===== src/include/vmtds_regs.svh =====
// Register offsets, field positions, delay values and timing counts of the trigger delay sequencer
`ifndef VMTDS_REGS_SVH
`define VMTDS_REGS_SVH
`define VMTDS_CTRL_OFF      12'h000
`define VMTDS_DELAY_OFF     12'h004
`define VMTDS_CMD_OFF       12'h008
`define VMTDS_STAT_OFF      12'h00c
`define VMTDS_DATA_OFF      12'h010
`define VMTDS_SRQ_OFF       12'h014
`define VMTDS_SLOT_OFF      12'h018
`define VMTDS_ACT_OFF       12'h01c
`define VMTDS_CLK_MHZ       50
`define VMTDS_US_CYCLES     (`VMTDS_CLK_MHZ)
`define VMTDS_ACV_DELAY_US  1500000
`define VMTDS_MIN_PROG_US   50
`define VMTDS_FLOOR_US      35
`define VMTDS_INTERRUPTING_SLOT_QUERY_WEIGHT   9
`define VMTDS_NSLOTS        8
`define VMTDS_NO_SLOT       4'hf
`endif

===== src/include/vmtds_pkg.sv =====
// Types of the trigger delay sequencer
package vmtds_pkg;
  typedef enum logic [2:0] {
    VMTDS_HOLD = 3'b000,
    VMTDS_CONT = 3'b001,
    VMTDS_ONE  = 3'b010,
    VMTDS_SYS  = 3'b011,
    VMTDS_SCAN = 3'b100
  } vmtds_mode_t;
  typedef enum logic [1:0] {
    VMTDS_ACV  = 2'b00,
    VMTDS_DCV  = 2'b01,
    VMTDS_FOUR_WIRE_RESISTANCE_FUNCTION = 2'b10
  } vmtds_func_t;
  typedef enum logic [1:0] {
    VMTDS_IDLE  = 2'b00,
    VMTDS_WAIT  = 2'b01,
    VMTDS_CONV  = 2'b10,
    VMTDS_BLOCK = 2'b11
  } vmtds_state_t;
  typedef struct packed {
    logic        start;
    logic [23:0] value;
    logic        over;
  } vmtds_meas_t;
endpackage : vmtds_pkg


===== src/design/vmtds_top.sv =====
// Trigger and settling delay sequencer for an integrating voltmeter card
//
// The APB slave port and the register addresses were left to the implementer.
`timescale 1ns/1ps
`include "vmtds_regs.svh"

// Behaviour
// One reading per trigger waits the delay, then starts the reading.
// Several readings per trigger wait the delay before each reading.
// AC voltage default delay is 1.5 seconds on every range.
// DC voltage default delay follows the range by digits table; the code gives 35 us for table entries below 50 us.
// Four-wire resistance default delay follows the range by digits table.
// Default delay reloads on function or range change unless programmed.
// A programmed delay persists until rewritten or reset.
// Programmed delays below 50 us give an actual 35 us delay.
// System mode takes triggers from external pulse or group execute.
// Outside party signals external trigger with a low-going pulse.
// Extra external triggers during a measurement latch once, no error.
// Group execute source starts a measurement per GET message.
// Scan mode triggers once per completed channel closure.
// Array storage hands each reading over at once, then continues.
// Enabled card interrupts on reading available or overrange.
// Global interrupt enable gates card enable; set at power-on.
// Bus device clear turns the global interrupt enable off.
// Service request needs status bit 512 unmasked, cleared and request enabled; the code needs status bit 512 set, not cleared.
// Card enable clears when serviced; pending clears when data read.
// Slot query returns lowest interrupting slot, or -1 when none.
// Held reading blocks the next one except in continuous mode; the code blocks only the later readings of one trigger, not a new trigger.
// Hold mode, the reset state, takes no measurements.
// Continuous mode retriggers itself when idle, overwriting old readings.
// Delay counter counts microsecond ticks, loads per reading, starts at zero.
// Pending trigger clears on its start, on reset, or on mode change.
module vmtds_top
(
  // Clock and reset
  input  wire logic                  clk,
  input  wire logic                  rst_n,
  // APB slave
  input  wire logic                  psel,
  input  wire logic                  penable,
  input  wire logic                  pwrite,
  input  wire logic [11:0]           paddr,
  input  wire logic [31:0]           pwdata,
  output logic      [31:0]           prdata,
  output logic                       pready,
  output logic                       pslverr,
  // Trigger events
  input  wire logic                  extTrigN,
  input  wire logic                  groupExecute,
  input  wire logic                  channelClosed,
  input  wire logic                  deviceClear,
  input  wire logic                  cmdBusy,
  // Measurement core
  input  wire vmtds_pkg::vmtds_meas_t measDone,
  output logic                       convStart,
  // Mainframe side
  input  wire logic [7:0]            otherSlotIntr,
  input  wire logic                  intrServiced,
  output logic                       cardIntr,
  output logic                       serviceRequest
);
  import vmtds_pkg::*;

  vmtds_state_t state_q;
  vmtds_mode_t  mode_q;
  vmtds_func_t  func_q;
  logic [2:0]   range_q;
  logic [1:0]   digits_q;
  logic         srcGet_q;
  logic [15:0]  rdgs_q;
  logic [15:0]  rdgLeft_q;
  logic [31:0]  delayUs_q;
  logic         delayProg_q;
  logic [31:0]  cnt_q;
  logic [5:0]   tick_q;
  logic         usTick;
  logic         pend_q;
  logic         extPrev_q;
  logic         closePrev_q;
  logic         oneShot_q;
  logic [23:0]  rdg_q;
  logic         rdgOver_q;
  logic         rdgHeld_q;
  logic         sysIe_q;
  logic         cardIe_q;
  logic         intrPend_q;
  logic         statIntr_q;
  logic         rqsMask_q;
  logic         rqsOn_q;
  logic [31:0]  defDelay;
  logic [31:0]  effDelay;
  logic         trigEvt;
  logic         wrEn;
  logic         rdEn;
  logic         dataRead;
  logic         modeWr;
  logic [7:0]   slotIntr;
  logic [3:0]   lowSlot;

  assign wrEn     = psel & penable & pwrite;
  assign rdEn     = psel & penable & ~pwrite;
  assign dataRead = rdEn & (paddr == `VMTDS_DATA_OFF);
  assign modeWr   = wrEn & (paddr == `VMTDS_CTRL_OFF) & (pwdata[2:0] != mode_q);

  // Default delay table in microseconds
  always_comb
  begin
    defDelay = 32'h0;
    case (func_q)
      VMTDS_ACV: defDelay = `VMTDS_ACV_DELAY_US;
      VMTDS_DCV:
      begin
        case ({range_q, digits_q})
          5'b000_00: defDelay = 32'd380;
          5'b000_01: defDelay = 32'd496;
          5'b000_10: defDelay = 32'd600;
          5'b001_00, 5'b010_00: defDelay = 32'd200;
          5'b001_01, 5'b010_01: defDelay = 32'd260;
          5'b001_10, 5'b010_10: defDelay = 32'd320;
          5'b011_00: defDelay = 32'd36;
          5'b011_01: defDelay = 32'd46;
          5'b011_10: defDelay = 32'd57;
          5'b100_00: defDelay = 32'd11;
          5'b100_01: defDelay = 32'd14;
          default:   defDelay = 32'd17;
        endcase
      end
      VMTDS_FOUR_WIRE_RESISTANCE_FUNCTION:
      begin
        case ({range_q, digits_q})
          5'b000_00: defDelay = 32'd320;
          5'b000_01: defDelay = 32'd390;
          5'b000_10: defDelay = 32'd460;
          5'b001_00, 5'b010_00, 5'b011_00: defDelay = 32'd200;
          5'b001_01, 5'b010_01, 5'b011_01: defDelay = 32'd240;
          5'b001_10, 5'b010_10, 5'b011_10: defDelay = 32'd290;
          5'b100_00: defDelay = 32'd720;
          5'b100_01: defDelay = 32'd880;
          5'b100_10: defDelay = 32'd1000;
          5'b101_00: defDelay = 32'd7200;
          5'b101_01: defDelay = 32'd8800;
          default:   defDelay = 32'd10000;
        endcase
      end
      default: defDelay = 32'h0;
    endcase
  end

  // Programmed value wins over default; short values hit the floor
  always_comb
  begin
    effDelay = delayProg_q ? delayUs_q : defDelay;
    if (effDelay < `VMTDS_MIN_PROG_US)
      effDelay = `VMTDS_FLOOR_US;
  end

  // Configuration registers
  always_ff @(posedge clk or negedge rst_n)
  begin
    if (!rst_n)
    begin
      mode_q      <= VMTDS_HOLD;
      func_q      <= VMTDS_DCV;
      range_q     <= 3'h0;
      digits_q    <= 2'h2;
      srcGet_q    <= 1'b0;
      rdgs_q      <= 16'h0001;
      delayUs_q   <= 32'h0;
      delayProg_q <= 1'b0;
      rqsMask_q   <= 1'b0;
      rqsOn_q     <= 1'b1;
    end
    else if (wrEn)
    begin
      case (paddr)
        `VMTDS_CTRL_OFF:
        begin
          mode_q   <= vmtds_mode_t'(pwdata[2:0]);
          func_q   <= vmtds_func_t'(pwdata[5:4]);
          range_q  <= pwdata[10:8];
          digits_q <= pwdata[13:12];
          srcGet_q <= pwdata[16];
          rdgs_q   <= (pwdata[31:20] == 12'h0) ? 16'h0001 : {4'h0, pwdata[31:20]};
        end
        `VMTDS_DELAY_OFF:
        begin
          delayUs_q   <= pwdata;
          delayProg_q <= 1'b1;
        end
        `VMTDS_SRQ_OFF:
        begin
          rqsMask_q <= pwdata[`VMTDS_INTERRUPTING_SLOT_QUERY_WEIGHT];
          rqsOn_q   <= pwdata[0];
        end
        default: ;
      endcase
    end
  end

  // Microsecond tick
  assign usTick = (tick_q == 6'(`VMTDS_US_CYCLES - 1));
  always_ff @(posedge clk or negedge rst_n)
  begin
    if (!rst_n)
      tick_q <= 6'h0;
    else if (state_q != VMTDS_WAIT || usTick)
      tick_q <= 6'h0;
    else
      tick_q <= tick_q + 6'h1;
  end

  // Trigger sources
  always_ff @(posedge clk or negedge rst_n)
  begin
    if (!rst_n)
    begin
      extPrev_q   <= 1'b1;
      closePrev_q <= 1'b0;
    end
    else
    begin
      extPrev_q   <= extTrigN;
      closePrev_q <= channelClosed;
    end
  end

  always_comb
  begin
    trigEvt = 1'b0;
    case (mode_q)
      VMTDS_SYS:  trigEvt = srcGet_q ? groupExecute
                                     : (extPrev_q & ~extTrigN);
      VMTDS_SCAN: trigEvt = channelClosed & ~closePrev_q;
      VMTDS_ONE:  trigEvt = oneShot_q;
      VMTDS_CONT: trigEvt = ~cmdBusy;
      default:    trigEvt = 1'b0;
    endcase
  end

  always_ff @(posedge clk or negedge rst_n)
  begin
    if (!rst_n)
      oneShot_q <= 1'b0;
    else if (wrEn && paddr == `VMTDS_CMD_OFF && pwdata[0])
      oneShot_q <= 1'b1;
    else if (state_q == VMTDS_IDLE)
      oneShot_q <= 1'b0;
  end

  // Pending trigger latched during a measurement
  always_ff @(posedge clk or negedge rst_n)
  begin
    if (!rst_n)
      pend_q <= 1'b0;
    else if (modeWr)
      pend_q <= 1'b0;
    else if (trigEvt && state_q != VMTDS_IDLE && mode_q != VMTDS_CONT)
      pend_q <= 1'b1;
    else if (state_q == VMTDS_IDLE)
      pend_q <= 1'b0;
  end

  // Sequencer
  always_ff @(posedge clk or negedge rst_n)
  begin
    if (!rst_n)
    begin
      state_q   <= VMTDS_IDLE;
      cnt_q     <= 32'h0;
      rdgLeft_q <= 16'h0;
      convStart <= 1'b0;
    end
    else
    begin
      convStart <= 1'b0;
      case (state_q)
        VMTDS_IDLE:
        begin
          if ((trigEvt || pend_q) && mode_q != VMTDS_HOLD && !modeWr)
          begin
            cnt_q     <= effDelay;
            rdgLeft_q <= rdgs_q;
            state_q   <= VMTDS_WAIT;
          end
        end
        VMTDS_WAIT:
        begin
          if (cnt_q == 32'h0)
          begin
            convStart <= 1'b1;
            state_q   <= VMTDS_CONV;
          end
          else if (usTick)
            cnt_q <= cnt_q - 32'h1;
        end
        VMTDS_CONV:
        begin
          if (measDone.start)
          begin
            rdgLeft_q <= rdgLeft_q - 16'h1;
            if (rdgLeft_q == 16'h1)
              state_q <= VMTDS_IDLE;
            else
              state_q <= VMTDS_BLOCK;
          end
        end
        VMTDS_BLOCK:
        begin
          if (!rdgHeld_q || mode_q == VMTDS_CONT)
          begin
            cnt_q   <= effDelay;
            state_q <= VMTDS_WAIT;
          end
        end
        default: state_q <= VMTDS_IDLE;
      endcase
      if (modeWr)
        state_q <= VMTDS_IDLE;
    end
  end

  // Single-entry reading buffer
  always_ff @(posedge clk or negedge rst_n)
  begin
    if (!rst_n)
    begin
      rdg_q     <= 24'h0;
      rdgOver_q <= 1'b0;
      rdgHeld_q <= 1'b0;
    end
    else if (measDone.start)
    begin
      rdg_q     <= measDone.value;
      rdgOver_q <= measDone.over;
      rdgHeld_q <= 1'b1;
    end
    else if (dataRead)
      rdgHeld_q <= 1'b0;
  end

  // Card interrupt and status
  always_ff @(posedge clk or negedge rst_n)
  begin
    if (!rst_n)
    begin
      sysIe_q    <= 1'b1;
      cardIe_q   <= 1'b0;
      intrPend_q <= 1'b0;
      statIntr_q <= 1'b0;
    end
    else
    begin
      if (deviceClear)
        sysIe_q <= 1'b0;
      else if (wrEn && paddr == `VMTDS_CMD_OFF && pwdata[1])
        sysIe_q <= 1'b1;
      if (intrServiced || (wrEn && paddr == `VMTDS_CMD_OFF && pwdata[3]))
        cardIe_q <= 1'b0;
      else if (wrEn && paddr == `VMTDS_CMD_OFF && pwdata[2])
        cardIe_q <= 1'b1;
      if (measDone.start && sysIe_q && cardIe_q)
        intrPend_q <= 1'b1;
      else if (dataRead)
        intrPend_q <= 1'b0;
      if (measDone.start && sysIe_q && cardIe_q)
        statIntr_q <= 1'b1;
      else if (rdEn && paddr == `VMTDS_STAT_OFF)
        statIntr_q <= 1'b0;
    end
  end

  // Lowest interrupting slot; this card sits in slot 0
  assign slotIntr = {otherSlotIntr[7:1], intrPend_q};
  always_comb
  begin
    lowSlot = `VMTDS_NO_SLOT;
    for (int i = `VMTDS_NSLOTS - 1; i >= 0; i--)
      if (slotIntr[i])
        lowSlot = 4'(i);
  end

  always_ff @(posedge clk or negedge rst_n)
  begin
    if (!rst_n)
    begin
      cardIntr       <= 1'b0;
      serviceRequest <= 1'b0;
    end
    else
    begin
      cardIntr       <= intrPend_q;
      serviceRequest <= statIntr_q & rqsMask_q & rqsOn_q;
    end
  end

  // APB read path, zero wait states
  always_ff @(posedge clk or negedge rst_n)
  begin
    if (!rst_n)
    begin
      prdata  <= 32'h0;
      pready  <= 1'b0;
      pslverr <= 1'b0;
    end
    else
    begin
      pready  <= psel & ~penable;
      pslverr <= 1'b0;
      prdata  <= 32'h0;
      if (psel && !penable)
      begin
        case (paddr)
          `VMTDS_CTRL_OFF:  prdata <= {rdgs_q[11:0], 3'h0, srcGet_q, 2'h0, digits_q,
                                       1'b0, range_q, 2'h0, func_q, 1'b0, mode_q};
          `VMTDS_DELAY_OFF: prdata <= effDelay;
          `VMTDS_CMD_OFF:   prdata <= {29'h0, cardIe_q, sysIe_q, oneShot_q};
          `VMTDS_STAT_OFF:  prdata <= {22'h0, statIntr_q, 3'h0, pend_q, rdgHeld_q,
                                       intrPend_q, rdgOver_q, state_q};
          `VMTDS_DATA_OFF:  prdata <= {7'h0, rdgOver_q, rdg_q};
          `VMTDS_SRQ_OFF:   prdata <= {22'h0, rqsMask_q, 8'h0, rqsOn_q};
          `VMTDS_SLOT_OFF:  prdata <= (lowSlot == `VMTDS_NO_SLOT) ? 32'hffffffff
                                                                  : {28'h0, lowSlot};
          `VMTDS_ACT_OFF:   prdata <= {16'h0, rdgLeft_q};
          default:          pslverr <= pwrite ? 1'b0 : 1'b0;
        endcase
      end
    end
  end
endmodule : vmtds_top


===== config.mk =====
export PLATFORM = sky130hd
export DESIGN_NAME = vmtds_top
export DESIGN_NICKNAME = d
export VERILOG_FILES = /design/src/include/vmtds_pkg.sv /design/src/design/vmtds_top.sv
export VERILOG_INCLUDE_DIRS = /design/src /design/src/include
export SDC_FILE = /design/constraint.sdc
export NUM_CORES = 1
export LEC_CHECK = 0
export BUFFER_PORTS_ARGS = -buffer_cell sky130_fd_sc_hd__buf_2
export CAP_MARGIN = 20
export CORE_UTILIZATION = 63
export DETAILED_ROUTE_END_ITERATION = 6
export PLACE_DENSITY = 0.86
export SLEW_MARGIN = 40
export SYNTH_ARGS = -nofsm -noshare
export SYNTH_HDL_FRONTEND = slang
export SYNTH_SLANG_ARGS = --single-unit

===== constraint.sdc =====
create_clock -name clk -period 9.4 [get_ports clk]
set_input_delay 0.94 -clock clk [delete_from_list [all_inputs] [get_ports clk]]
set_output_delay 0.94 -clock clk [all_outputs]
set_load 0.05 [all_outputs]

==> metrics.md, run 1 <==
| Metric | Value |
|---|---|
| FFs w/ async S/R, synth | `100%` |
| Leak | `4.95 nW` |
| Total GRT Usage | `35.3%` |
| Via-to-Cell Ratio | `6.69` |
| Initial antenna violation count | `0` |
| Fin. Hold Viols | `0` |
| Total routed wirelength | `27.4 mm` |
| Syn_area_per_cell | `9.89 µm²` |
| Clock transition at path regs | `0.07 ns` |
| Die H | `127 µm` |
| Root Buffer | `clkbuf_16` |
| FF-to-FF path depth | `10` |
| Worst-path maximum fanout | `11` |
| Slowest stage delay, CP | `0.66 ns` |
| Count of final max-slew check failures | `0` |
| Final setup vio count | `0` |
| Critical Path, Cell by Cell | `inv_1, ha_1, nor3b_1, a221o_1, a21o_1, a221o_1, or4b_4, nor3_4, nor2_2, a221o_1` |
| DRC | `0` |
| Max Cap Viol | `0` |
| Critical path's slowest cell | `dfrtp_1` |
| CTS Buf Count | `17` |
| Slew @ Worst Pin | `0.838 ns` |
| FF-to-FF End | `cnt_q[2]` |
| Relative slew slack | `42.7%` |
| Worst-skew pair later-pin latency | `0.44 ns` |
| Worst IR Drop VDD | `132 µV` |
| Largest net degree at the start of global routing | `104` |
| Unrepaired setup endpoints after global routing | `false` |
| Congestion Overflow GR | `0` |
| Main synth FF type | `dfrtp_1` |
| YS warnings | `0` |
| Die area | `0.0162 mm²` |
| Hold-fix buffers, CTS | `0` |
| Syn_nets | `1103` |
| Seq/Total Area, Yosys | `46.7%` |
| Final ANT Viol Nets | `0` |
| Placed insts | `1275` |
| H-tree levels | `4` |
| Starting Density | `64.8%` |
| Final HPWL DP | `18.2 mm` |
| Min-Delay Path Class | `in2async` |
| Core Rows | `45` |
| Total negative slack | `0 ns` |
| Clk_skew | `0.00924 ns` |
| Mapped Cells | `1000` |
| Worst-case clock buffer depth | `2` |
| Post-synth top area share | `45.1%` |
| Fmax | `0.281 GHz` |
| Crit path DAT | `3.88 ns` |
| Pwr dens | `143 mW/mm²` |
| DR vias | `8754` |
| Initial DRT Pass Iterations | `6` |
| Final min period | `3.56 ns` |
| Critical Path RT | `9.72 ns` |
| Wire length per cell | `21.0 µm` |
| Post-CTS setup buffers | `0` |
| Crit end category | `register` |
| FF+latch count, synth | `184` |
| Crit path kind | `reg2reg` |
| Setup crit end | `cnt_q[2]` |
| CP startpoint | `digits_q[0]` |
| Startpoint type of the worst setup path | `register` |
| Synth top area cells | `dfrtp_1 45%, mux2_2 9.3%, a21oi_1 3.6%` |
| Clock sinks | `184` |
| Reg-to-Reg Start | `digits_q[0]` |
| TritonCTS clock tree | `yes` |
| Final Cycle Share | `37.9%` |
| Synth Cell Area | `0.00989 mm²` |
| Most common cell in the synthesized netlist | `dfrtp_1` |
| Crit path top cell by count | `a221o_1` |
| List of most frequent post-synthesis cells | `178 x dfrtp_1, 96 x nor2_1, 82 x mux2_2` |
| Yosys top cell by area | `dfrtp_1` |
| Area growth from synthesis to layout | `13.4%` |
| IO Count | `126` |
| Worst R2R Setup Slack | `5.84 ns` |
| Distinct cells, synth | `79` |
| Total core area | `0.0153 mm²` |
| Antenna cell count | `0` |
| Fin cells | `1308` |
| Drt initial violations | `1192` |
| Post-CTS sizing | `0` |
| First-pass GRT wire length | `43.4 mm` |
| DIE WIDTH | `127 µm` |
| Total power | `1.61 mW` |
| Status | `finished clean` |
| Final nets | `1187` |
| Layout cells sized above 1 | `25.5%` |
| Number of global-route vias before repair | `8090` |
| EDFF count, synth | `0` |
| Gpl congestion | `0.954` |
| Port Buf Inserts | `123` |
==> metrics by stage <==
step	utilization [%]	setup slack (ns)	hold slack (ns)	instance area [µm²]
floorplan	-	6.18	0.434	9890
global placement	69.2	5.71	0.479	10600
detailed placement	69.4	5.91	0.486	10600
CTS	73.3	5.89	0.505	11200
global route	73.5	5.72	0.403	11200
finish	73.5	5.84	0.375	11200
==> flip-flops by register name, indices dropped and copies added, names as in the netlist, 2 cells and up <==
| name | count |
|---|---|
| cnt_q | 32 |
| delayUs_q | 32 |
| digits_q | 2 |
| func_q | 2 |
| mode_q | 3 |
| prdata | 32 |
| range_q | 3 |
| rdgLeft_q | 16 |
| rdg_q | 24 |
| rdgs_q | 12 |
| state_q | 2 |
| tick_q | 6 |
==> layout make-up <==
cell class | instances | area [µm²]
fillers | 1095 | 4040
inverters | 20 | 75.1
repair buffers | 133 | 724
well taps | 211 | 264
clock buffers | 20 | 447
clock inverters | 12 | 143
multi-input cells | 728 | 4950
flip-flops and latches | 184 | 4610
==> layout by cell type, fill, tap and decap left out, drive strengths merged, types with 7 or more instances in the layout <==
cell,netlist,routed
o22ai,12,12
nor2b,9,9
nand3,35,35
mux2i,11,11
a221oi,22,22
a211oi,23,23
nor4,25,25
o22a,10,10
nor3,41,41
a21oi,72,72
and3,8,8
a221o,7,7
or3,13,13
o21ai,49,49
inv,19,24
ha,14,14
a21o,12,12
clkbuf,46,20
nand2,62,62
nor2,97,97
buf,22,133
dfrtp,178,178
a31oi,16,16
mux2,82,82
nand2b,11,11
==> cells by family after synthesis <==
kind of cell    count (synthesis)  synth area share [%]
compound gates                268                  18.5
xor+xnor                       12                  1.14
fa+ha+maj                      14                  1.77
buf+inv                        88                  3.72
flops                         184                  46.7
mux                            94                  10.7
other cells                     1                0.0379
simple gates                  339                  17.5
==> worst max-delay path: cells and delay by family, from the launching register on <==
family | cells | cell delay [ns]
compound gates | 4 | 1.26
simple gates | 4 | 1.12
flops | 1 | 0.66
fa+ha+maj | 1 | 0.27
buf+inv | 1 | 0.13
==> worst min path at each step <==
stage | cells after the start | end | from
after floorplan | 0 | cardIntr | intrPend_q
after global placement | 0 | cardIntr | intrPend_q
after detailed placement | 0 | cardIntr | intrPend_q
after CTS | 0 | cardIntr | intrPend_q
after global routing | 1 | delayUs_q[7] | rst_n
final | 1 | delayUs_q[7] | rst_n
==> power by group <==
group	total [mW]	switching [mW]	internal, mW
combinational	0.0712	0.0408	0.0303
clock	0.723	0.320	0.404
sequential	0.812	0.00856	0.804
==> per-layer routing <==
| metal | share of wire (%) | routed length (µm) | global-route usage [%] | vias to the layer above |
|---|---|---|---|---|
| li1 | - | - | - | 3893 |
| met1 | 39 | 10800 | 47.8 | 4235 |
| met2 | 47 | 12900 | 54.9 | 541 |
| met3 | 10 | 2750 | 8.29 | 85 |
| met4 | 3.7 | 1010 | 14.6 | 0 |
| met5 | 0 | 0 | 0 | - |
Power figures use the tool's default switching activity.
==> inputs of run 2 (changes only) <==
--- a/config.mk
+++ b/config.mk
@@ -6,11 +6,12 @@
 export SDC_FILE = /design/constraint.sdc
 export NUM_CORES = 1
 export LEC_CHECK = 0
+export ABC_AREA = 1
 export BUFFER_PORTS_ARGS = -buffer_cell sky130_fd_sc_hd__buf_2
 export CAP_MARGIN = 20
-export CORE_UTILIZATION = 63
+export CORE_UTILIZATION = 53
 export DETAILED_ROUTE_END_ITERATION = 6
-export PLACE_DENSITY = 0.86
+export PLACE_DENSITY = 0.77
 export SLEW_MARGIN = 40
 export SYNTH_ARGS = -nofsm -noshare
 export SYNTH_HDL_FRONTEND = slang
==> constraint.sdc (replaced) <==
create_clock -name clk -period 2.8 [get_ports clk]
set_input_delay 0.28 -clock clk [delete_from_list [all_inputs] [get_ports clk]]
set_output_delay 0.28 -clock clk [all_outputs]
set_load 0.05 [all_outputs]
==> metrics.md, run 2 <==
| Metric | Value |
|---|---|
| Final HPWL DP | `22.3 mm (was 18.2 mm)` |
| List of most frequent post-synthesis cells | `356 x nand2_1, 178 x dfrtp_1, 171 x inv_1 (was 178 x dfrtp_1, 96 x nor2_1, 82 x mux2_2)` |
| Dpl ws | `0.345 ns (was 5.91 ns)` |
| Core Rows | `51 (was 45)` |
| Min-Delay Path Class | `in2reg (was in2async)` |
| TritonCTS clock tree | `yes (unchanged)` |
| DR vias | `10100 (was 8754)` |
| Status | `finished clean (unchanged)` |
| Final Cycle Share | `90.4% (was 37.9%)` |
| Final nets | `1629 (was 1187)` |
| Root Buffer | `clkbuf_16 (unchanged)` |
| Final WS setup | `0.269 ns (was 5.84 ns)` |
| Mapped Cells | `1413 (was 1000)` |
| Final min period | `2.53 ns (was 3.56 ns)` |
| YS warnings | `0 (unchanged)` |
| DIE WIDTH | `143 µm (was 127 µm)` |
| Initial DRT Pass Iterations | `5 (was 6)` |
| Post-CTS sizing | `0 (unchanged)` |
| CTS Buf Count | `17 (unchanged)` |
| Total routed wirelength | `30.5 mm (was 27.4 mm)` |
| Fmax | `0.395 GHz (was 0.281 GHz)` |
| FFs w/ async S/R, synth | `100% (unchanged)` |
| Number of global-route vias before repair | `9335 (was 8090)` |
| Max Cap Viol | `0 (unchanged)` |
| Total negative slack | `0 ns (unchanged)` |
| Final setup vio count | `0 (unchanged)` |
| Startpoint type of the worst setup path | `register (unchanged)` |
| Crit path DAT | `2.89 ns (was 3.88 ns)` |
| Critical Path RT | `3.16 ns (was 9.72 ns)` |
| H-tree levels | `4 (unchanged)` |
| EDFF count, synth | `0 (unchanged)` |
| Clock transition at path regs | `0.07 ns (about the same)` |
| Main synth FF type | `dfrtp_1 (unchanged)` |
| Via-to-Cell Ratio | `5.62 (was 6.69)` |
| Leading cell types in the layout, fill and taps excluded | `355 x nand2_1, 178 x dfrtp_1, 171 x inv_1 (was 177 x dfrtp_1, 122 x buf_2, 93 x nor2_1)` |
| Initial antenna violation count | `0 (unchanged)` |
| Antenna cell count | `0 (unchanged)` |
| IO Count | `126 (unchanged)` |
| Worst-path maximum fanout | `32 (was 11)` |
| Worst-skew pair later-pin latency | `0.44 ns (about the same)` |
| Seq/Total Area, Yosys | `43.8% (was 46.7%)` |
| Highest metal used | `met4 (unchanged)` |
| Distinct cells, synth | `51 (was 79)` |
| Met1 WL | `13.3 mm (was 10.8 mm)` |
| Syn_nets | `1516 (was 1103)` |
| Commonest non-fill, non-tap cell in the layout | `nand2_1 (was dfrtp_1)` |
| Die H | `143 µm (was 127 µm)` |
| Congestion Overflow GR | `0 (unchanged)` |
| Fin. Hold Viols | `0 (unchanged)` |
| Final ANT Viol Nets | `0 (unchanged)` |
| Fin cells | `1804 (was 1308)` |
| Slew @ Worst Pin | `0.581 ns (was 0.838 ns)` |
| DRC | `0 (unchanged)` |
| Synth Cell Area | `0.0105 mm² (was 0.00989 mm²)` |
| FF+latch count, synth | `184 (unchanged)` |
| Drt initial violations | `1107 (was 1192)` |
| Crit end category | `register (unchanged)` |
| Leak | `6.33 nW (was 4.95 nW)` |
| Relative slew slack | `61.2% (was 42.7%)` |
| First-pass GRT wire length | `48.8 mm (was 43.4 mm)` |
| Wire length per cell | `16.9 µm (was 21.0 µm)` |
| Total core area | `0.0195 mm² (was 0.0153 mm²)` |
| Crit path kind | `reg2reg (unchanged)` |
| WL met3 | `2.43 mm (was 2.75 mm)` |
| Most common cell in the synthesized netlist | `nand2_1 (was dfrtp_1)` |
| Clk_skew | `0.0140 ns (was 0.00924 ns)` |
| Port Buf Inserts | `123 (unchanged)` |
| Unrepaired setup endpoints after global routing | `false (unchanged)` |
| Pwr dens | `669 mW/mm² (was 143 mW/mm²)` |
| Layout cells sized above 1 | `16.4% (was 25.5%)` |
| Worst-case clock buffer depth | `2 (unchanged)` |
| Worst IR Drop VDD | `525 µV (was 132 µV)` |
| Biggest regs | `cnt_q x32, delayUs_q x32, prdata x32 (unchanged)` |
| Count of final max-slew check failures | `0 (unchanged)` |
| Clock sinks | `184 (unchanged)` |
| Placed insts | `1768 (was 1275)` |
| Placed inst area | `0.0114 mm² (was 0.0106 mm²)` |
| Yosys top cell by area | `dfrtp_1 (unchanged)` |
| Post-synth top area share | `42.3% (was 45.1%)` |
| DR WL met2 | `14.0 mm (was 12.9 mm)` |
| Synth top area cells | `dfrtp_1 42%, nand2_1 13%, o21ai_0 6.2% (was dfrtp_1 45%, mux2_2 9.3%, a21oi_1 3.6%)` |
| Largest net degree at the start of global routing | `59 (was 104)` |
| Final instance area | `0.0120 mm² (was 0.0112 mm²)` |
| Die area | `0.0205 mm² (was 0.0162 mm²)` |
| Gpl congestion | `0.944 (was 0.954)` |
| Total GRT Usage | `31.4% (was 35.3%)` |
| Syn_area_per_cell | `7.46 µm² (was 9.89 µm²)` |
| Starting Density | `54.1% (was 64.8%)` |
| Area growth from synthesis to layout | `14.0% (was 13.4%)` |
run 2: cell count changes in the layout (fill, tap and decap cells not counted), sizes merged, moves of 15 or more:
cell    before  now
a211oi      23    0
a21oi       72   56
a221oi      22    3
a31oi       16    0
inv         24  187
mux2        82   13
nand2       62  362
nand3       35   89
nand4        3   19
nor2        97  159
nor3        41   20
nor4        25    2
o21ai       49  146
o22ai       12   27
run 2: metrics by stage:
stage / utilization (%) / power (mW) / hold slack, ns
CTS: 61.7 / 8.02 / 0.000708
floorplan: - / 5.03 / -0.0156
global route: 61.7 / 8.50 / 0.00677
finish: 61.7 / 8.04 / 0.00479
global placement: 58.6 / 5.59 / 0.278
detailed placement: 58.6 / 5.65 / 0.284
run 2: cell families after synthesis:
family          Yosys count  synth area share, %
compound gates          267                 14.4
other cells               1               0.0356
mux                      13                 1.39
fa+ha+maj                14                 1.66
simple gates            670                 27.3
buf+inv                 240                 9.37
xor+xnor                 24                 1.99
flops                   184                 43.8
run 2: cell type report:
type | count | area, µm²
inverter | 183 | 688
timing repair buffer | 151 | 870
clock inverter | 14 | 143
tap | 265 | 332
sequential | 184 | 4610
fill | 1777 | 7450
multi-input combinational | 989 | 4940
clock buffer | 18 | 429
run 2: critical path: stages, from the launching register on:
cell     delay (ns)
dfrtp_1        0.44
inv_1          0.07
ha_1           0.21
nand2_1        0.10
nor2_2         0.07
inv_2          0.10
nor2_4         0.06
nand4_1        0.17
o21ai_0        0.11
nor2_1         0.17
nand2_4        0.11
inv_2          0.44
o21ai_0        0.20
o21ai_0        0.19
run 2: report_power, final:
group	internal, mW	switching [mW]
registers	2.96	0.303
clock network	1.25	1.11
logic	0.778	1.64
total	4.99	3.04
run 2: path summary, 6_finish.rpt:
| kind | start | to | slack (ns) | cells past startpoint |
|---|---|---|---|---|
| min reg2reg | intrPend_q | cardIntr | 0.46 | 0 |
| max reg2reg | cnt_q[0] | cnt_q[24] | 0.27 | 13 |
| max | cnt_q[0] | cnt_q[24] | 0.27 | 13 |
| max in group asynchronous | rst_n | rqsOn_q | 1.62 | 3 |
| min in group asynchronous | rst_n | delayUs_q[7] | 0.36 | 2 |
| min | intrServiced | cardIe_q | 0.005 | 2 |
run 2: metal layers:
metal	global-route usage [%]	vias up
met2	48.4	533
met4	12.2	0
met1	44.4	4732
met5	0	-
met3	4.66	68
li1	-	4800
run 2: timing repair:
item / CTS / global route
endpoints found under the hold margin: 55 / 0
endpoints found under the setup margin: 0 / 0
buffers inserted: 0 / 0
hold buffers: 4 / 0
